<file path="src/logic/dcs_pkg.sv">
// Overview of operation
// - command register write launches the selected operation
// - code 00 ends any running operation immediately
// - code 80 starts no disk activity
// - code 81 writes memory data into addressed sectors
// - code 82 finds matching ID, reads data to memory
// - byte after data mark checked, never sent to memory
// - sector end: zero count stops, else count and advance
// - stop during acknowledge halts at sector end, counters kept, except under code 86
// - count and sector number stay readable after halt
// - code 83 sends next ID and check bytes to memory
// - code 84 writes from index, IDs from registers
// - code 84 trails post-data on track end until index
// - code 85 writes sectors after the addressed sector
// - code 86 fetches ID bytes and filler from memory
// - code 87 formats one track index to index
// - code 87 ID bytes and filler come from registers
// - code 87 advances sector, track size; zero-fills end
// - code 87 never transfers to or from memory
// - code 88 reads from post-index gap without index
// - code 89 raises write gate at once, writes sectors
// - code 89 trails post-data on track end until index
// - code 8A writes zeroes until index or next command
// - errors never advance the sector number
// - stop input sets the transfer-stopped status bit
package dcs_pkg;

  // ---------------------------------------------------------------
  // register offsets
  // ---------------------------------------------------------------
  localparam logic [6:0] OFS_DISK_STATUS = 7'h04;
  localparam logic [6:0] OFS_CTRL_STATUS = 7'h05;
  localparam logic [6:0] OFS_XFER_RD = 7'h06;
  localparam logic [6:0] OFS_SECTOR_RD = 7'h07;
  localparam logic [6:0] OFS_FILLER_SIZE = 7'h1A;
  localparam logic [6:0] OFS_TRACK_SIZE = 7'h1B;
  localparam logic [6:0] OFS_CYL_HIGH = 7'h38;
  localparam logic [6:0] OFS_CYL_LOW = 7'h39;
  localparam logic [6:0] OFS_HEAD = 7'h3A;
  localparam logic [6:0] OFS_SECTOR = 7'h3B;
  localparam logic [6:0] OFS_XFER = 7'h3C;
  localparam logic [6:0] OFS_COMMAND = 7'h3F;
  localparam logic [6:0] OFS_DISK_DATA = 7'h40;

  // ---------------------------------------------------------------
  // command codes
  // ---------------------------------------------------------------
  localparam logic [7:0] CMD_ABORT = 8'h00;
  localparam logic [7:0] CMD_NOP = 8'h80;
  localparam logic [7:0] CMD_WR_DATA = 8'h81;
  localparam logic [7:0] CMD_RD_DATA = 8'h82;
  localparam logic [7:0] CMD_HEADER_FETCH = 8'h83;
  localparam logic [7:0] CMD_WR_FIRST = 8'h84;
  localparam logic [7:0] CMD_WR_NEXT = 8'h85;
  localparam logic [7:0] CMD_FMT_INTLV = 8'h86;
  localparam logic [7:0] CMD_FMT_SEQ = 8'h87;
  localparam logic [7:0] CMD_RD_IMM = 8'h88;
  localparam logic [7:0] CMD_WR_IMM = 8'h89;
  localparam logic [7:0] CMD_GAP_IMM = 8'h8A;

  // ---------------------------------------------------------------
  // track fields and their lengths minus one, field 15 first
  // ---------------------------------------------------------------
  localparam logic [3:0] FLD_GAP = 4'h0;
  localparam logic [3:0] FLD_HEADER_MARK = 4'h3;
  localparam logic [3:0] FLD_ID_TAG = 4'h4;
  localparam logic [3:0] FLD_ID = 4'h5;
  localparam logic [3:0] FLD_ID_CHECK = 4'h6;
  localparam logic [3:0] FLD_SKEW = 4'h8;
  localparam logic [3:0] FLD_DATA_MARK = 4'hB;
  localparam logic [3:0] FLD_DATA_TAG = 4'hC;
  localparam logic [3:0] FLD_DATA = 4'hD;
  localparam logic [3:0] FLD_DATA_CHECK = 4'hE;
  localparam logic [3:0] FLD_POST = 4'hF;
  localparam logic [15:0][7:0] FIELD_LEN_M1 = {
    8'h0F, 8'h01, 8'hFF, 8'h00, 8'h00, 8'h00, 8'h0B, 8'h00,
    8'h02, 8'h01, 8'h03, 8'h00, 8'h00, 8'h00, 8'h0B, 8'h0F};

  // mark bytes; the two mark values are plain defaults
  localparam logic [7:0] HEADER_MARK_BYTE = 8'hA1;
  localparam logic [7:0] DATA_MARK_BYTE = 8'hA1;
  localparam logic [7:0] ID_TAG_BYTE = 8'hFE;
  localparam logic [7:0] DATA_TAG_BYTE = 8'hF8;

  // ---------------------------------------------------------------
  // controller status bits and reset values
  // ---------------------------------------------------------------
  localparam int ST_NO_RECORD = 7;
  localparam int ST_MISS_MARK = 6;
  localparam int ST_ID_ERR = 5;
  localparam int ST_DATA_ERR = 4;
  localparam int ST_STOPPED = 2;
  localparam logic [7:0] REG_RST = 8'h00;
  localparam logic [19:0] PIN_RST = 20'hF0000;

  typedef enum logic [2:0] {
    DCS_IDLE = 3'b000,
    DCS_WAIT_IDX = 3'b001,
    DCS_RUN = 3'b010,
    DCS_TRAIL = 3'b011,
    DCS_GAP = 3'b100
  } dcs_state_t;

endpackage : dcs_pkg

</file>
<file path="src/logic/dcs_disk_command_sequencer.sv">
`timescale 1ns/100ps
`default_nettype none
module dcs_disk_command_sequencer
  import dcs_pkg::*;
(
  input wire logic mclk,
  input wire logic arst_n,
  input wire logic csel_n,
  input wire logic wrt_n,
  input wire logic [6:0] addr,
  input wire logic [7:0] data_in,
  output logic [7:0] data_out,
  output logic data_oe,
  output logic dma_req_n,
  input wire logic dma_ack_n,
  input wire logic dma_stop_n,
  input wire logic index_pin,
  input wire logic ser_byte_stb,
  input wire logic [7:0] ser_rx_byte,
  input wire logic ser_check_err,
  output logic [7:0] ser_tx_byte,
  output logic write_gate,
  output logic read_gate,
  output logic busy
);

  // ---------------------------------------------------------------
  // pin synchronisers and edge detection
  // ---------------------------------------------------------------
  logic [19:0] pin_m_r;
  logic [19:0] pin_s_r;
  logic hw_d_r;
  logic idx_d_r;

  always_ff @(posedge mclk or negedge arst_n) begin
    if (!arst_n) begin
      pin_m_r <= PIN_RST;
      pin_s_r <= PIN_RST;
      hw_d_r <= 1'b0;
      idx_d_r <= 1'b0;
    end else begin
      pin_m_r <= {csel_n, wrt_n, dma_ack_n, dma_stop_n, index_pin, addr, data_in};
      pin_s_r <= pin_m_r;
      hw_d_r <= ~pin_s_r[19] & ~pin_s_r[18];
      idx_d_r <= pin_s_r[15];
    end
  end

  logic host_sel;
  logic host_wr;
  logic ack;
  logic stop_in;
  logic idx;
  logic [6:0] a_s;
  logic [7:0] d_s;
  logic wr_evt;
  logic idx_evt;
  logic cmd_wr;

  assign host_sel = ~pin_s_r[19];
  assign host_wr = ~pin_s_r[18];
  assign ack = ~pin_s_r[17];
  assign stop_in = ~pin_s_r[16];
  assign idx = pin_s_r[15];
  assign a_s = pin_s_r[14:8];
  assign d_s = pin_s_r[7:0];
  assign wr_evt = host_sel & host_wr & ~hw_d_r;
  assign idx_evt = idx & ~idx_d_r;
  assign cmd_wr = wr_evt && (a_s == OFS_COMMAND);

  // ---------------------------------------------------------------
  // helpers
  // ---------------------------------------------------------------
  function automatic logic [11:0] adv(input logic [11:0] p);
    if (p[7:0] == FIELD_LEN_M1[p[11:8]]) begin
      adv = {p[11:8] + 4'h1, 8'h00};
    end else begin
      adv = {p[11:8], p[7:0] + 8'h01};
    end
  endfunction : adv

  // memory bytes consumed while writing at position p
  function automatic logic mem_w(input logic [7:0] c, input logic [11:0] p);
    unique case (c)
      CMD_WR_DATA, CMD_WR_FIRST, CMD_WR_NEXT, CMD_WR_IMM: mem_w = (p[11:8] == FLD_DATA);
      CMD_FMT_INTLV: mem_w = (p[11:8] == FLD_ID) || ((p[11:8] == FLD_DATA) && (p[7:0] == 8'h00));
      default: mem_w = 1'b0;
    endcase
  endfunction : mem_w

  function automatic logic is_read(input logic [7:0] c);
    is_read = (c == CMD_RD_DATA) || (c == CMD_RD_IMM);
  endfunction : is_read

  // ---------------------------------------------------------------
  // state
  // ---------------------------------------------------------------
  dcs_state_t state_r;
  logic [7:0] cmd_r;
  logic [3:0] field_r;
  logic [7:0] bcnt_r;
  logic [7:0] cyl_hi_r;
  logic [7:0] cyl_lo_r;
  logic [7:0] head_r;
  logic [7:0] filler_size_r;
  logic [7:0] track_size_r;
  logic [7:0] sector_r;
  logic [7:0] xfer_r;
  logic [7:0] trk_r;
  logic [7:0] disk_data_r;
  logic [7:0] fill_r;
  logic cand_r;
  logic matched_r;
  logic found_r;
  logic [1:0] idx_cnt_r;
  logic stop_hit_r;
  logic [7:0] stat_r;
  logic wr_mode_r;
  logic dma_to_mem_r;
  logic dma_req_n_r;
  logic [7:0] tx_r;

  // ---------------------------------------------------------------
  // position arithmetic and byte generation
  // ---------------------------------------------------------------
  logic [11:0] pos;
  logic [11:0] np;
  logic [11:0] nnp;
  logic last_b;
  logic [7:0] id_exp;
  logic [7:0] tx_nxt;
  logic sec_end;

  always_comb begin
    pos = {field_r, bcnt_r};
    np = adv(pos);
    nnp = adv(np);
    last_b = (bcnt_r == FIELD_LEN_M1[field_r]);
    unique case (bcnt_r[1:0])
      2'd0: id_exp = cyl_hi_r;
      2'd1: id_exp = cyl_lo_r;
      2'd2: id_exp = head_r;
      default: id_exp = sector_r;
    endcase
    tx_nxt = 8'h00;
    unique case (np[11:8])
      FLD_HEADER_MARK: tx_nxt = HEADER_MARK_BYTE;
      FLD_ID_TAG: tx_nxt = ID_TAG_BYTE;
      FLD_DATA_MARK: tx_nxt = DATA_MARK_BYTE;
      FLD_DATA_TAG: tx_nxt = DATA_TAG_BYTE;
      FLD_ID: begin
        if (cmd_r == CMD_FMT_INTLV) begin
          tx_nxt = disk_data_r;
        end else begin
          unique case (np[1:0])
            2'd0: tx_nxt = cyl_hi_r;
            2'd1: tx_nxt = cyl_lo_r;
            2'd2: tx_nxt = head_r;
            default: tx_nxt = (cmd_r == CMD_FMT_SEQ) ? filler_size_r : sector_r;
          endcase
        end
      end
      FLD_DATA: begin
        if (cmd_r == CMD_FMT_SEQ) begin
          tx_nxt = disk_data_r;
        end else if (cmd_r == CMD_FMT_INTLV && np[7:0] != 8'h00) begin
          tx_nxt = fill_r;
        end else begin
          tx_nxt = disk_data_r;
        end
      end
      default: tx_nxt = 8'h00;
    endcase
    // a sector is complete at the last post-data byte of a written sector or of a matched sector under a read command
    sec_end = (state_r == DCS_RUN) && ser_byte_stb && (field_r == FLD_POST) && last_b &&
              (wr_mode_r || (matched_r && is_read(cmd_r)));
  end

  // ---------------------------------------------------------------
  // registers, command launch, field sequencing, dma
  // ---------------------------------------------------------------
  always_ff @(posedge mclk or negedge arst_n) begin
    if (!arst_n) begin
      state_r <= DCS_IDLE;
      cmd_r <= REG_RST;
      field_r <= FLD_GAP;
      bcnt_r <= REG_RST;
      cyl_hi_r <= REG_RST;
      cyl_lo_r <= REG_RST;
      head_r <= REG_RST;
      filler_size_r <= REG_RST;
      track_size_r <= REG_RST;
      sector_r <= REG_RST;
      xfer_r <= REG_RST;
      trk_r <= REG_RST;
      disk_data_r <= REG_RST;
      fill_r <= REG_RST;
      cand_r <= 1'b0;
      matched_r <= 1'b0;
      found_r <= 1'b0;
      idx_cnt_r <= 2'd0;
      stop_hit_r <= 1'b0;
      stat_r <= REG_RST;
      wr_mode_r <= 1'b0;
      dma_to_mem_r <= 1'b0;
      dma_req_n_r <= 1'b1;
      tx_r <= REG_RST;
    end else if (cmd_wr) begin
      // any command first ends what is running
      state_r <= DCS_IDLE;
      cmd_r <= d_s;
      dma_req_n_r <= 1'b1;
      wr_mode_r <= 1'b0;
      tx_r <= 8'h00;
      field_r <= FLD_GAP;
      bcnt_r <= 8'h00;
      cand_r <= 1'b0;
      matched_r <= 1'b0;
      found_r <= 1'b0;
      idx_cnt_r <= 2'd0;
      unique case (d_s)
        CMD_WR_DATA, CMD_RD_DATA, CMD_HEADER_FETCH, CMD_WR_NEXT, CMD_RD_IMM: begin
          state_r <= DCS_RUN;
          stat_r <= REG_RST;
          stop_hit_r <= 1'b0;
          trk_r <= track_size_r;
        end
        CMD_WR_FIRST, CMD_FMT_INTLV, CMD_FMT_SEQ: begin
          state_r <= DCS_WAIT_IDX;
          stat_r <= REG_RST;
          stop_hit_r <= 1'b0;
          trk_r <= track_size_r;
        end
        CMD_WR_IMM: begin
          state_r <= DCS_RUN;
          wr_mode_r <= 1'b1;
          stat_r <= REG_RST;
          stop_hit_r <= 1'b0;
          trk_r <= track_size_r;
        end
        CMD_GAP_IMM: begin
          state_r <= DCS_GAP;
          wr_mode_r <= 1'b1;
        end
        default: state_r <= DCS_IDLE;
      endcase
      // a stop that lands with the command write still shows: the set wins
      if (!dma_req_n_r && ack && stop_in) begin
        stat_r[ST_STOPPED] <= 1'b1;
      end
    end else begin
      // host register writes; count and sector stay as left after a halt
      if (wr_evt) begin
        unique case (a_s)
          OFS_CYL_HIGH: cyl_hi_r <= d_s;
          OFS_CYL_LOW: cyl_lo_r <= d_s;
          OFS_HEAD: head_r <= d_s;
          OFS_SECTOR: sector_r <= d_s;
          OFS_XFER: xfer_r <= d_s;
          OFS_FILLER_SIZE: filler_size_r <= d_s;
          OFS_TRACK_SIZE: track_size_r <= d_s;
          OFS_DISK_DATA: disk_data_r <= d_s;
          default: ;
        endcase
      end
      // dma handshake: a stop seen with acknowledge ends all further transfers
      if (!dma_req_n_r && ack) begin
        dma_req_n_r <= 1'b1;
        if (!dma_to_mem_r) begin
          disk_data_r <= d_s;
        end
        if (stop_in) begin
          stop_hit_r <= 1'b1;
          stat_r[ST_STOPPED] <= 1'b1;
        end
      end
      unique case (state_r)
        DCS_WAIT_IDX: begin
          if (idx_evt) begin
            state_r <= DCS_RUN;
            wr_mode_r <= 1'b1;
            tx_r <= 8'h00;
          end
        end
        DCS_GAP, DCS_TRAIL: begin
          tx_r <= 8'h00;
          if (idx_evt) begin
            state_r <= DCS_IDLE;
          end
        end
        DCS_RUN: begin
          if (idx_evt && (cmd_r == CMD_FMT_SEQ || cmd_r == CMD_FMT_INTLV)) begin
            state_r <= DCS_IDLE;
          end else if (idx_evt && !wr_mode_r) begin
            // two index pulses end a search; a miss sets no-record
            idx_cnt_r <= idx_cnt_r + 2'd1;
            if (idx_cnt_r != 2'd0) begin
              state_r <= DCS_IDLE;
              stat_r[ST_NO_RECORD] <= ~found_r;
            end
          end
          if (ser_byte_stb) begin
            field_r <= np[11:8];
            bcnt_r <= np[7:0];
            tx_r <= wr_mode_r ? tx_nxt : 8'h00;
            if (wr_mode_r && np[11:8] == FLD_DATA && np[7:0] == 8'h00) begin
              fill_r <= disk_data_r;
            end
            // memory bytes are fetched one byte slot ahead of use
            if (wr_mode_r && mem_w(cmd_r, nnp) && !stop_hit_r) begin
              dma_req_n_r <= 1'b0;
              dma_to_mem_r <= 1'b0;
            end
            if (!wr_mode_r) begin
              if (field_r == FLD_ID) begin
                cand_r <= (bcnt_r == 8'h00) ? (ser_rx_byte == id_exp) :
                          (cand_r && ser_rx_byte == id_exp);
              end
              if (cmd_r == CMD_HEADER_FETCH && (field_r == FLD_ID || field_r == FLD_ID_CHECK)
                  && !stop_hit_r) begin
                disk_data_r <= ser_rx_byte;
                dma_req_n_r <= 1'b0;
                dma_to_mem_r <= 1'b1;
              end
              if (field_r == FLD_ID_CHECK && last_b) begin
                if (cmd_r == CMD_HEADER_FETCH) begin
                  state_r <= DCS_IDLE;
                  stat_r[ST_ID_ERR] <= ser_check_err;
                end else if (cand_r && ser_check_err) begin
                  state_r <= DCS_IDLE;
                  stat_r[ST_ID_ERR] <= 1'b1;
                end else if (cand_r) begin
                  matched_r <= 1'b1;
                  found_r <= 1'b1;
                end
              end
              if (field_r == FLD_SKEW && last_b && matched_r && cmd_r == CMD_WR_DATA) begin
                wr_mode_r <= 1'b1;
              end
              if (matched_r && is_read(cmd_r)) begin
                if (field_r == FLD_DATA_TAG && ser_rx_byte != DATA_TAG_BYTE) begin
                  state_r <= DCS_IDLE;
                  stat_r[ST_MISS_MARK] <= 1'b1;
                end
                if (field_r == FLD_DATA && !stop_hit_r) begin
                  disk_data_r <= ser_rx_byte;
                  dma_req_n_r <= 1'b0;
                  dma_to_mem_r <= 1'b1;
                end
                if (field_r == FLD_DATA_CHECK && last_b && ser_check_err) begin
                  state_r <= DCS_IDLE;
                  stat_r[ST_DATA_ERR] <= 1'b1;
                end
              end
              if (field_r == FLD_POST && last_b && matched_r && cmd_r == CMD_WR_NEXT) begin
                wr_mode_r <= 1'b1;
                matched_r <= 1'b0;
                sector_r <= sector_r + 8'h01;
              end
            end
          end
          if (sec_end) begin
            matched_r <= 1'b0;
            if (cmd_r == CMD_WR_DATA) begin
              wr_mode_r <= 1'b0;
            end
            if (cmd_r == CMD_FMT_SEQ || cmd_r == CMD_FMT_INTLV) begin
              if (trk_r == 8'h00) begin
                state_r <= DCS_TRAIL;
              end else begin
                sector_r <= sector_r + 8'h01;
                trk_r <= trk_r - 8'h01;
              end
            end else if (stop_hit_r) begin
              state_r <= DCS_IDLE;
            end else if (xfer_r == 8'h00) begin
              state_r <= DCS_IDLE;
            end else if (trk_r == 8'h00 && (cmd_r == CMD_WR_FIRST || cmd_r == CMD_WR_IMM)) begin
              state_r <= DCS_TRAIL;
            end else begin
              xfer_r <= xfer_r - 8'h01;
              sector_r <= sector_r + 8'h01;
              trk_r <= trk_r - 8'h01;
            end
          end
        end
        default: ;
      endcase
    end
  end

  // ---------------------------------------------------------------
  // drive-side outputs, lagging the state by one cycle
  // ---------------------------------------------------------------
  logic write_gate_r;
  logic read_gate_r;
  logic busy_r;

  always_ff @(posedge mclk or negedge arst_n) begin
    if (!arst_n) begin
      write_gate_r <= 1'b0;
      read_gate_r <= 1'b0;
      busy_r <= 1'b0;
    end else begin
      busy_r <= (state_r != DCS_IDLE);
      write_gate_r <= wr_mode_r && (state_r != DCS_IDLE) && (state_r != DCS_WAIT_IDX);
      read_gate_r <= !wr_mode_r && (state_r == DCS_RUN);
    end
  end

  // ---------------------------------------------------------------
  // host data bus: register reads and dma reads to memory
  // ---------------------------------------------------------------
  logic [7:0] rd_mux;
  logic [7:0] data_out_r;
  logic data_oe_r;

  always_comb begin
    unique case (a_s)
      OFS_DISK_STATUS: rd_mux = {2'b00, matched_r, (trk_r == 8'h00), field_r};
      OFS_CTRL_STATUS: rd_mux = stat_r;
      OFS_XFER_RD: rd_mux = xfer_r;
      OFS_SECTOR_RD: rd_mux = sector_r;
      OFS_DISK_DATA: rd_mux = disk_data_r;
      default: rd_mux = 8'h00;
    endcase
  end

  always_ff @(posedge mclk or negedge arst_n) begin
    if (!arst_n) begin
      data_out_r <= REG_RST;
      data_oe_r <= 1'b0;
    end else begin
      data_oe_r <= (host_sel || (ack && dma_to_mem_r)) && !host_wr;
      data_out_r <= (ack && dma_to_mem_r) ? disk_data_r : rd_mux;
    end
  end

  assign data_out = data_out_r;
  assign data_oe = data_oe_r;
  assign dma_req_n = dma_req_n_r;
  assign ser_tx_byte = tx_r;
  assign write_gate = write_gate_r;
  assign read_gate = read_gate_r;
  assign busy = busy_r;

endmodule : dcs_disk_command_sequencer
`default_nettype wire

</file>
<file path="config.mk">
export PLATFORM = sky130hd
export DESIGN_NAME = dcs_disk_command_sequencer
export DESIGN_NICKNAME = d
export VERILOG_FILES = /design/src/logic/dcs_pkg.sv /design/src/logic/dcs_disk_command_sequencer.sv
export SDC_FILE = /design/constraint.sdc
export NUM_CORES = 1
export LEC_CHECK = 0
export BUFFER_PORTS_ARGS = -buffer_cell sky130_fd_sc_hd__buf_4
export CAP_MARGIN = 20
export CORE_ASPECT_RATIO = 0.8
export CORE_MARGIN = 2
export CORE_UTILIZATION = 28
export DETAILED_ROUTE_END_ITERATION = 8
export GPL_ROUTABILITY_DRIVEN = 1
export PLACE_DENSITY = 0.54
export SKIP_LAST_GASP = 1
export SLEW_MARGIN = 20
export SYNTH_ARGS = -nofsm -noshare
export SYNTH_HDL_FRONTEND = slang
export SYNTH_SLANG_ARGS = --single-unit
</file>
<file path="constraint.sdc">
create_clock -name mclk -period 7 [get_ports mclk]
set_clock_uncertainty 0.15 [all_clocks]
set_input_delay 0.35 -clock mclk [delete_from_list [all_inputs] [get_ports mclk]]
set_output_delay 0.35 -clock mclk [all_outputs]
set_load 0.05 [all_outputs]
</file>
# Word-level counts from Yosys, hierarchy flattened
# Memory sizes are Yosys's and may differ from the RTL's.
# Index checks and enable logic that the tools add are counted.
# word_totals
regBits	179
rom_bits	256
in_bits	32
wordCells	399
memories	2
# classes
addsub	8
magnitude_cmp	2
n_eq_ne	77
n_mux	158
bitwise_logic	11
reduce_logical	104
# memory_table
memory	depth	word_bits	rd	rd_clocked_by_memory_dff	wr	line_no	text
(no name shown)	16	8	1	0	0	dcs_disk_command_sequencer.sv:138	last_b = (bcnt_r == FIELD_LEN_M1[field_r]);
(no name shown)	16	8	1	0	0	dcs_disk_command_sequencer.sv:75	if (p[7:0] == FIELD_LEN_M1[p[11:8]]) begin
# ops
op	n
8-bit two-way mux	54
8-bit equality test (second input constant)	19
8-bit case mux with 5 select lines	2
8-bit case mux with 3 select lines	3
3-bit two-way mux	22
1-bit two-way mux	62
7-bit by 6-bit equality test with 1-bit output (second input constant)	6
8-bit zero test	5
1-bit logical AND	37
4-bit equality test (second input constant)	9
3-bit AND reduction	11
7-bit by 3-bit equality test with 1-bit output (second input constant)	4
2-bit nonzero test	13
8-bit by 1-bit adder with 8-bit output (second input constant)	3
8-bit equality test	3
12-bit two-way mux	2
7-bit AND reduction	3
4-bit by 3-bit equality test with 1-bit output (second input constant)	5
4-bit two-way mux	5
3-bit != test (second input constant)	6
3-bit case mux with 3 select lines	2
6-bit AND reduction	3
8-bit by 1-bit subtractor with 8-bit output (second input constant)	2
7-bit by 5-bit equality test with 1-bit output (second input constant)	2
34 further kinds	77

# Depth between registers and ports, before layout
# Gate-level depths: netlist of run 1.
# logic_depth
ltp_word	25
depth_mapped	24
mapped_depth_nobuf	19

# Worst setup path after synthesis of run 1
# Ideal clock, no wire load.
# synth_timing
path_kind	reg-to-reg
from	reg field_r[0]
to	reg dma_to_mem_r
t_arrival_ns	4.751
required_ns	6.727
slack_ns	1.976
path_stages_with_launch	25
n_path_buf	6
synth_period_minus_slack_ns	5.024
path_cell_list	dfrtp_1 > clkbuf_1 > inv_1 > ha_1 > buf_2 > nor3b_1 > o31ai_1 > o211ai_2 > nor3_2 > buf_4 > buf_4 > clkbuf_1 > xnor2_1 > ha_1 > clkbuf_1 > inv_1 > o21ai_0 > o21ai_0 > or3_1 > o211ai_1 > o21ai_0 > o211ai_1 > and4bb_1 > mux2i_1 > o21ai_1
# synth_via
elab_chain_cells	22
elab_cells_between_ends	34
cone_classes	add/sub (3); eq/ne (7); mux (13); reduce/logical (9); memory (2)
# synth_rtl
item	line_no	text
start: declaration	dcs_disk_command_sequencer.sv:100	logic [3:0] field_r;
start signal: assignment	dcs_disk_command_sequencer.sv:303	field_r <= np[11:8];
memory read 16 x 8 bit	--	
8-bit two-way mux	--	
8-bit equality test	--	
12-bit two-way mux	dcs_disk_command_sequencer.sv:75	
memory read 16 x 8 bit	--	
8-bit two-way mux (implied by the code)	dcs_disk_command_sequencer.sv:75	
8-bit equality test	dcs_disk_command_sequencer.sv:75	
12-bit two-way mux	dcs_disk_command_sequencer.sv:75	
[5 not listed]	--	
1-bit two-way mux	dcs_disk_command_sequencer.sv:277	unique case (state_r)
1-bit two-way mux	dcs_disk_command_sequencer.sv:208	end else if (cmd_wr) begin
1-bit logical AND (2 in a row)	dcs_disk_command_sequencer.sv:310	if (wr_mode_r && mem_w(cmd_r, nnp) && !stop_hit_r) begin
1-bit two-way mux	dcs_disk_command_sequencer.sv:310	
1-bit two-way mux	dcs_disk_command_sequencer.sv:319	if (cmd_r == CMD_HEADER_FETCH && (field_r == FLD_ID || field_r == FLD_ID_CHECK)
1-bit two-way mux	dcs_disk_command_sequencer.sv:345	if (field_r == FLD_DATA && !stop_hit_r) begin
1-bit two-way mux	dcs_disk_command_sequencer.sv:340	if (matched_r && is_read(cmd_r)) begin
1-bit two-way mux *	dcs_disk_command_sequencer.sv:314	if (!wr_mode_r) begin
end signal: assignment	dcs_disk_command_sequencer.sv:312	dma_to_mem_r <= 1'b0;
end signal: assignment	dcs_disk_command_sequencer.sv:323	dma_to_mem_r <= 1'b1;
end signal: assignment	dcs_disk_command_sequencer.sv:348	dma_to_mem_r <= 1'b1;
end: declaration	dcs_disk_command_sequencer.sv:119	logic dma_to_mem_r;
# Every way passes the cells marked *; elsewhere a longest branch is shown, timed or not. The select of a mux whose other input is x is not followed.
# A chain may end at the register's enable or synchronous reset.

# Final worst setup path of run 1
# Same ends and word-level chain as after synthesis.

==> results of run 1 <==
[routing by layer]
layer  global-route usage [%]  vias to the layer above  part of all wire (%)
met5                        0                        -                     0
met4                     3.97                        0                   1.7
met3                     4.70                       36                   8.7
met2                     24.4                      357                    42
met1                     25.9                     4145                    48
li1                         -                     3926                     -
[power breakdown]
part / switching, mW / internal (mW)
clock: 0.465 / 0.468
combinational: 0.365 / 0.216
sequential: 0.0881 / 1.08
[stage by stage]
| stage | hold slack, ps | setup WS (ps) |
|---|---|---|
| after floorplan | -95.6 | 1980 |
| after global placement | 185 | 2010 |
| after detailed placement | 185 | 1890 |
| after CTS | 7.62 | 1860 |
| after global routing | 42.7 | 1390 |
| final | 23.2 | 1790 |
[repair_timing]
item	4_1_cts	5_1_grt
setup buffers	0	0
hold endpoints to repair	121	0
hold buffers	21	0
[sequential cells by signal, summed over array words and instances (netlist names), 8 cells and up]
| signal | cells |
|---|---|
| pin_m_r | 20 |
| pin_s_r | 20 |
| bcnt_r | 8 |
| cmd_r | 8 |
| cyl_hi_r | 8 |
| cyl_lo_r | 8 |
| data_out | 8 |
| disk_data_r | 8 |
| fill_r | 8 |
| filler_size_r | 8 |
| head_r | 8 |
| sector_r | 8 |
| ser_tx_byte | 8 |
| track_size_r | 8 |
| trk_r | 8 |
| xfer_r | 8 |
[worst register-to-register path, cell delays in order (launching register included)]
cell and delay [ps]:
dfrtp_1 760, inv_1 240, ha_1 480, nor3b_1 100, o31ai_1 320, o211ai_2 210, nor3_4 450, nor2_1 80
a21oi_1 280, ha_1 430, inv_1 130, o21ai_0 160, o21ai_0 90, or3_1 320, o211ai_1 100, o21ai_0 130
o211ai_1 110, and4bb_1 250, mux2i_1 210, o21ai_1 80
[layout make-up]
| class | instances | share of cell area (%) |
|---|---|---|
| timing repair buffer | 81 | 5.78 |
| clock inverter | 13 | 1.06 |
| tap | 472 | 5.12 |
| clock buffer | 19 | 3.75 |
| inverter | 37 | 1.20 |
| sequential | 179 | 38.9 |
| multi-input combinational | 784 | 44.1 |
[cells in the final DEF, fill, tap and decap left out, drive strengths merged, types with 20 or more instances in the layout]
master	count
ha	20
mux2	53
nand2	132
a21oi	76
dfrtp	170
nand3	27
nor2b	21
clkbuf	20
o21ai	57
nor3	25
dlygate4sd3	21
buf	59
nor2	93
inv	43
xnor2	24
[final timing paths]
| check | depth (start not counted) | to | start |
|---|---|---|---|
| max | 19 | dma_to_mem_r | field_r[0] |
| max reg2reg | 19 | dma_to_mem_r | field_r[0] |
| min in group asynchronous | 2 | field_r[2] | arst_n |
| max in group asynchronous | 3 | cyl_lo_r[0] | arst_n |
| min reg2reg | 0 | pin_s_r[3] | pin_m_r[3] |
| min | 3 | disk_data_r[7] | ser_rx_byte[7] |
[kinds of logic after synthesis]
group / after synthesis
AOI/OAI and AO/OA: 263
xor gates and xnor gates: 32
adders and majority gates: 20
buffers and inverters: 102
DFF: 179
muxes: 75
and+or+nand+nor: 394
==> results.sh, run 1 <==
export IMPL_status="complete, no violations"
export IMPL_finalNonFillerCells=1585
export IMPL_start_util_pct=28.5
export IMPL_die_x_um=215
export IMPL_grt_overflow_total=0
export IMPL_synthXorXnorAreaFrac_pct=2.81
export IMPL_drtPass1Iterations=7
export IMPL_ys_seq_area_share_pct=45.0
export IMPL_io_buffers=52
export IMPL_end_kind="register"
export IMPL_finalCritPeriodShare_pct=74.4
export IMPL_worst_pin_slew_ps=1010
export IMPL_synth_area_top_cells="dfrtp_1 (43%), mux2_2 (5.9%), nand2_1 (5.0%)"
export IMPL_path_class="reg -> reg"
export IMPL_p_leak_nw=5.08
export IMPL_rsz0062_at_grt="false"
export IMPL_synth_compound_area_share_pct=17.7
export IMPL_yosysMostFrequentCell="dfrtp_1"
export IMPL_die_h_um=173
export IMPL_cts_resized_gates=0
export IMPL_synth_common_cells="dfrtp_1 (170), nand2_1 (132), nor2_1 (93)"
export IMPL_final_area_um2=11500
export IMPL_maxCapViolCount=0
export IMPL_core_area_um2=35000
export IMPL_routed_wl_um=31700
export IMPL_setup_violations=0
export IMPL_drc=0
export IMPL_async_flop_share_pct=100
export IMPL_syn_inst=1065
export IMPL_synth_top_family_by_area="simple AND/OR/NAND/NOR gates"
export IMPL_cts_made_buffers=17
export IMPL_drive_gt1_share_pct=15.8
export IMPL_path_clk_slew_ps=80
export IMPL_grt_max_degree=112
export IMPL_syn_avg_cell_area_um2=9.36
export IMPL_io_pins=53
export IMPL_setup_tns_ps=0
export IMPL_diodes=0
export IMPL_register_area_um2=4490
export IMPL_clock_path_buffers=2
export IMPL_grt_pass1_wl_um=49700
export IMPL_track_usage_pct=17.2
export IMPL_startpoint_type="register"
export IMPL_power_density_nw_per_um2=232
export IMPL_synth_top_flop_cell="dfrtp_1"
export IMPL_synth_fa_ha_area_share_pct=2.51
export IMPL_nets=1152
export IMPL_cts_tree="yes"
export IMPL_vias_per_cell=5.34
export IMPL_synth_top_cell_by_area="dfrtp_1"
export IMPL_vias=8464
export IMPL_cts_htree_levels=4
export IMPL_path_max_fanout=18
export IMPL_antenna_found_initial=0
export IMPL_dp_cells=1532
export IMPL_hold_viol_final=0
export IMPL_cpMaxStageDelayCell="dfrtp_1"
export IMPL_crit_chain="inv_1 -> ha_1 -> nor3b_1 -> o31ai_1 -> o211ai_2 -> nor3_4 -> nor2_1 -> a21oi_1 -> ha_1 -> inv_1 -> o21ai_0 -> o21ai_0 -> or3_1 -> o211ai_1 -> o21ai_0 -> o211ai_1 -> and4bb_1 -> mux2i_1 -> o21ai_1"
export IMPL_avgRoutedWirePerCell_um=20.0
export IMPL_synthSimpleGateAreaFrac_pct=19.3
export IMPL_synth_top_area_share_pct=42.7
export IMPL_finalPower_mw=2.68
export IMPL_cpMostUsedCell="o21ai_0"
export IMPL_hpwl_um=22400
export IMPL_antenna_left=0
export IMPL_grt_pass1_vias=8121
export IMPL_slew_headroom_pct=33.0
export IMPL_yosysWarnings=0
export IMPL_area_growth_pct=15.7
export IMPL_synth_seq_cells=179
export IMPL_netlist_area_um2=9970
export IMPL_num_fill_cells=3658
export IMPL_place_area_um2=10800
export IMPL_ys_types=75
export IMPL_clkSinkCount=179
export IMPL_cpPeakStageDelay_ps=760
export IMPL_reg2reg_slack_ps=1790
export IMPL_crit_buf_inv=2
export IMPL_root_buffer="clkbuf_16"
export IMPL_multiInputGateArea_um2=5090
export IMPL_synthMuxAreaShare_pct=8.57
export IMPL_die_area_um2=37100
export IMPL_crit_family="compound AO/OA/AOI/OAI gates"
export IMPL_synth_nets=1117
export IMPL_drtIter0Drc=976
export IMPL_period_needed_ps=5210
export IMPL_hold_class="in -> reg"
export IMPL_row_count=61
export IMPL_synth_edff_count=0
export IMPL_irDropWorstVdd_mv=0.145
export IMPL_utilization_pct=33.0
export IMPL_clock_fmax_mhz=192
export IMPL_gp_congestion=0.945
export IMPL_insertion_delay_ps=450
export IMPL_cp_required_ps=7180
export IMPL_maxSlewViolCount=0
export IMPL_arrival_ps=5390
Note: power is estimated with default switching activity, not from simulation.
==> run 2: changes to the inputs <==
--- a/config.mk
+++ b/config.mk
@@ -12,7 +12,7 @@
 export CORE_UTILIZATION = 28
 export DETAILED_ROUTE_END_ITERATION = 8
 export GPL_ROUTABILITY_DRIVEN = 1
-export PLACE_DENSITY = 0.54
+export PLACE_DENSITY = 0.55
 export SKIP_LAST_GASP = 1
 export SLEW_MARGIN = 20
 export SYNTH_ARGS = -nofsm -noshare
==> constraint.sdc (replaced) <==
create_clock -name mclk -period 4.4 [get_ports mclk]
set_clock_uncertainty 0.15 [all_clocks]
set_input_delay 0.22 -clock mclk [delete_from_list [all_inputs] [get_ports mclk]]
set_output_delay 0.22 -clock mclk [all_outputs]
set_load 0.05 [all_outputs]
==> run 2 against run 1 <==
  * Sequential power grew 56%
  * Critical path depth shrank 3
  * Worst setup slack lost 1500 ps
  * Cell count grew 2.0%
==> results.sh, run 2 (synthesized netlist as in run 1, its figures left out) <==
export IMPL_io_buffers=52
export IMPL_reg2reg_slack_ps=290
export IMPL_antenna_left=0
export IMPL_cts_htree_levels=4
export IMPL_busiest_layer="met1"
export IMPL_finalCritPeriodShare_pct=93.5
export IMPL_drc=0
export IMPL_worst_pin_slew_ps=899
export IMPL_reg_top3="pin_m_r: 20 flops, pin_s_r: 20 flops"
export IMPL_die_h_um=173
export IMPL_grt_pass1_wl_um=49500
export IMPL_r2r_start="bcnt_r[5]"
export IMPL_min_from="ser_check_err"
export IMPL_avgRoutedWirePerCell_um=19.6
export IMPL_area_growth_pct=19.7
export IMPL_io_pins=53
export IMPL_diodes=0
export IMPL_r2r_end="dma_to_mem_r"
export IMPL_arrival_ps=4290
export IMPL_register_area_um2=4490
export IMPL_start_util_pct=28.5
export IMPL_power_density_nw_per_um2=376
export IMPL_row_count=61
export IMPL_cp_required_ps=4580
export IMPL_crit_chain="or4_1 -> mux2i_1 -> o21ai_1 -> nor3_4 -> nor2_1 -> a21oi_1 -> ha_2 -> inv_1 -> o21ai_0 -> a22oi_1 -> xnor2_1 -> o21ai_0 -> o211ai_1 -> and4bb_1 -> mux2i_4 -> o21ai_1"
export IMPL_insertion_delay_ps=450
export IMPL_end_kind="register"
export IMPL_drive_gt1_share_pct=18.6
export IMPL_irDropWorstVdd_mv=0.218
export IMPL_layout_commonest_cell="dfrtp_1"
export IMPL_holdPathStages=5
export IMPL_hpwl_um=22500
export IMPL_grt_pass1_vias=8240
export IMPL_core_area_um2=35000
export IMPL_grt_use_met2_pct=24.9
export IMPL_nets=1183
export IMPL_cts_tree="yes"
export IMPL_cpMaxStageDelayCell="or4_1"
export IMPL_path_max_fanout=7
export IMPL_maxSlewViolCount=0
export IMPL_period_needed_ps=4110
export IMPL_hold_class="in -> reg"
export IMPL_status="complete, no violations"
export IMPL_p_leak_nw=5.30
export IMPL_mostFrequentLayoutCells="dfrtp_1 (168), nand2_1 (132), nor2_1 (92)"
export IMPL_root_buffer="clkbuf_16"
export IMPL_drtPass1Iterations=7
export IMPL_setup_violations=0
export IMPL_clkSinkCount=179
export IMPL_die_area_um2=37100
export IMPL_antenna_found_initial=0
export IMPL_die_x_um=215
export IMPL_routed_wl_um=31700
export IMPL_num_fill_cells=3618
export IMPL_grt_max_degree=118
export IMPL_grt_use_met3_pct=3.66
export IMPL_multiInputGateArea_um2=5160
export IMPL_hold_viol_final=0
export IMPL_startpoint_type="register"
export IMPL_setup_tns_ps=0
export IMPL_path_class="reg -> reg"
export IMPL_holdPathEnd="stat_r[4]"
export IMPL_vias=8683
export IMPL_maxCapViolCount=0
export IMPL_clock_fmax_mhz=243
export IMPL_finalPower_mw=4.48
export IMPL_slew_headroom_pct=39.6
export IMPL_cpPeakStageDelay_ps=580
export IMPL_gp_congestion=0.895
export IMPL_track_usage_pct=17.1
export IMPL_vias_per_cell=5.37
export IMPL_use_met1_pct=25.4
export IMPL_clock_path_buffers=2
export IMPL_path_clk_slew_ps=80
export IMPL_r2r_cells=16
export IMPL_grt_overflow_total=0
export IMPL_cts_made_buffers=17
export IMPL_rsz0062_at_grt="false"
export IMPL_drtIter0Drc=918
[run 2: report_power, final]
part	internal [mW]	leakage, nW	total (mW)	switching (mW)
Clock	0.821	0.297	1.60	0.780
Combinational	0.419	2.70	1.05	0.628
Sequential	1.72	2.31	1.83	0.116
[run 2: worst max-delay path, delay by kind of cell, from the launching register on]
family                   cells  cell delay (ps)
AO/OA/AOI/OAI                7             1110
adder cells (fa/ha/maj)      1              250
XOR/XNOR                     1              130
multiplexers                 2              460
flip-flops                   1              450
buffers and inverters        1               70
AND/OR/NAND/NOR              4             1380
[run 2: metal layers]
layer	routed length (um)	vias up	share of wire, %
met3	2450	43	7.7
met5	0	-	0
met2	13600	375	43
met4	611	0	1.9
li1	-	3983	-
met1	15000	4282	47
[run 2: stage by stage]
step                      util [%]  instance area (um^2)  worst slack (ps)  hold slack, ps  std cells
after floorplan                  -                 10000              4.25            -226       1065
after CTS                     33.9                 11800              35.1            61.5       1613
after global routing          34.1                 11900              4.90            96.8       1616
after global placement        31.3                 10900               158             179       1552
final                         34.1                 11900               287            78.4       1616
after detailed placement      31.3                 10900              91.1             180       1552
[run 2: worst max-delay path by stage]
stage | start | end | cells after the start
2_1_floorplan | field_r[0] | dma_to_mem_r | 24
3_3_place_gp | field_r[1] | dma_to_mem_r | 19
3_5_place_dp | field_r[1] | dma_to_mem_r | 19
4_1_cts | field_r[1] | dma_to_mem_r | 19
5_1_grt | field_r[0] | dma_req_n | 19
6_report | bcnt_r[5] | dma_to_mem_r | 16
[run 2: timing repair]
item	4_1_cts	5_1_grt
buffers inserted	0	2
setup endpoints to repair	0	9
hold buffers	29	0
hold endpoints to repair	134	0
gates resized for setup	0	12
[run 2: cell type report]
cell class | count | area share (%)
multi-input combinational | 784 | 43.2
sequential | 179 | 37.7
timing repair buffer | 112 | 7.87
tap | 472 | 4.95
clock buffer | 17 | 3.57
clock inverter | 15 | 1.56
inverter | 37 | 1.16
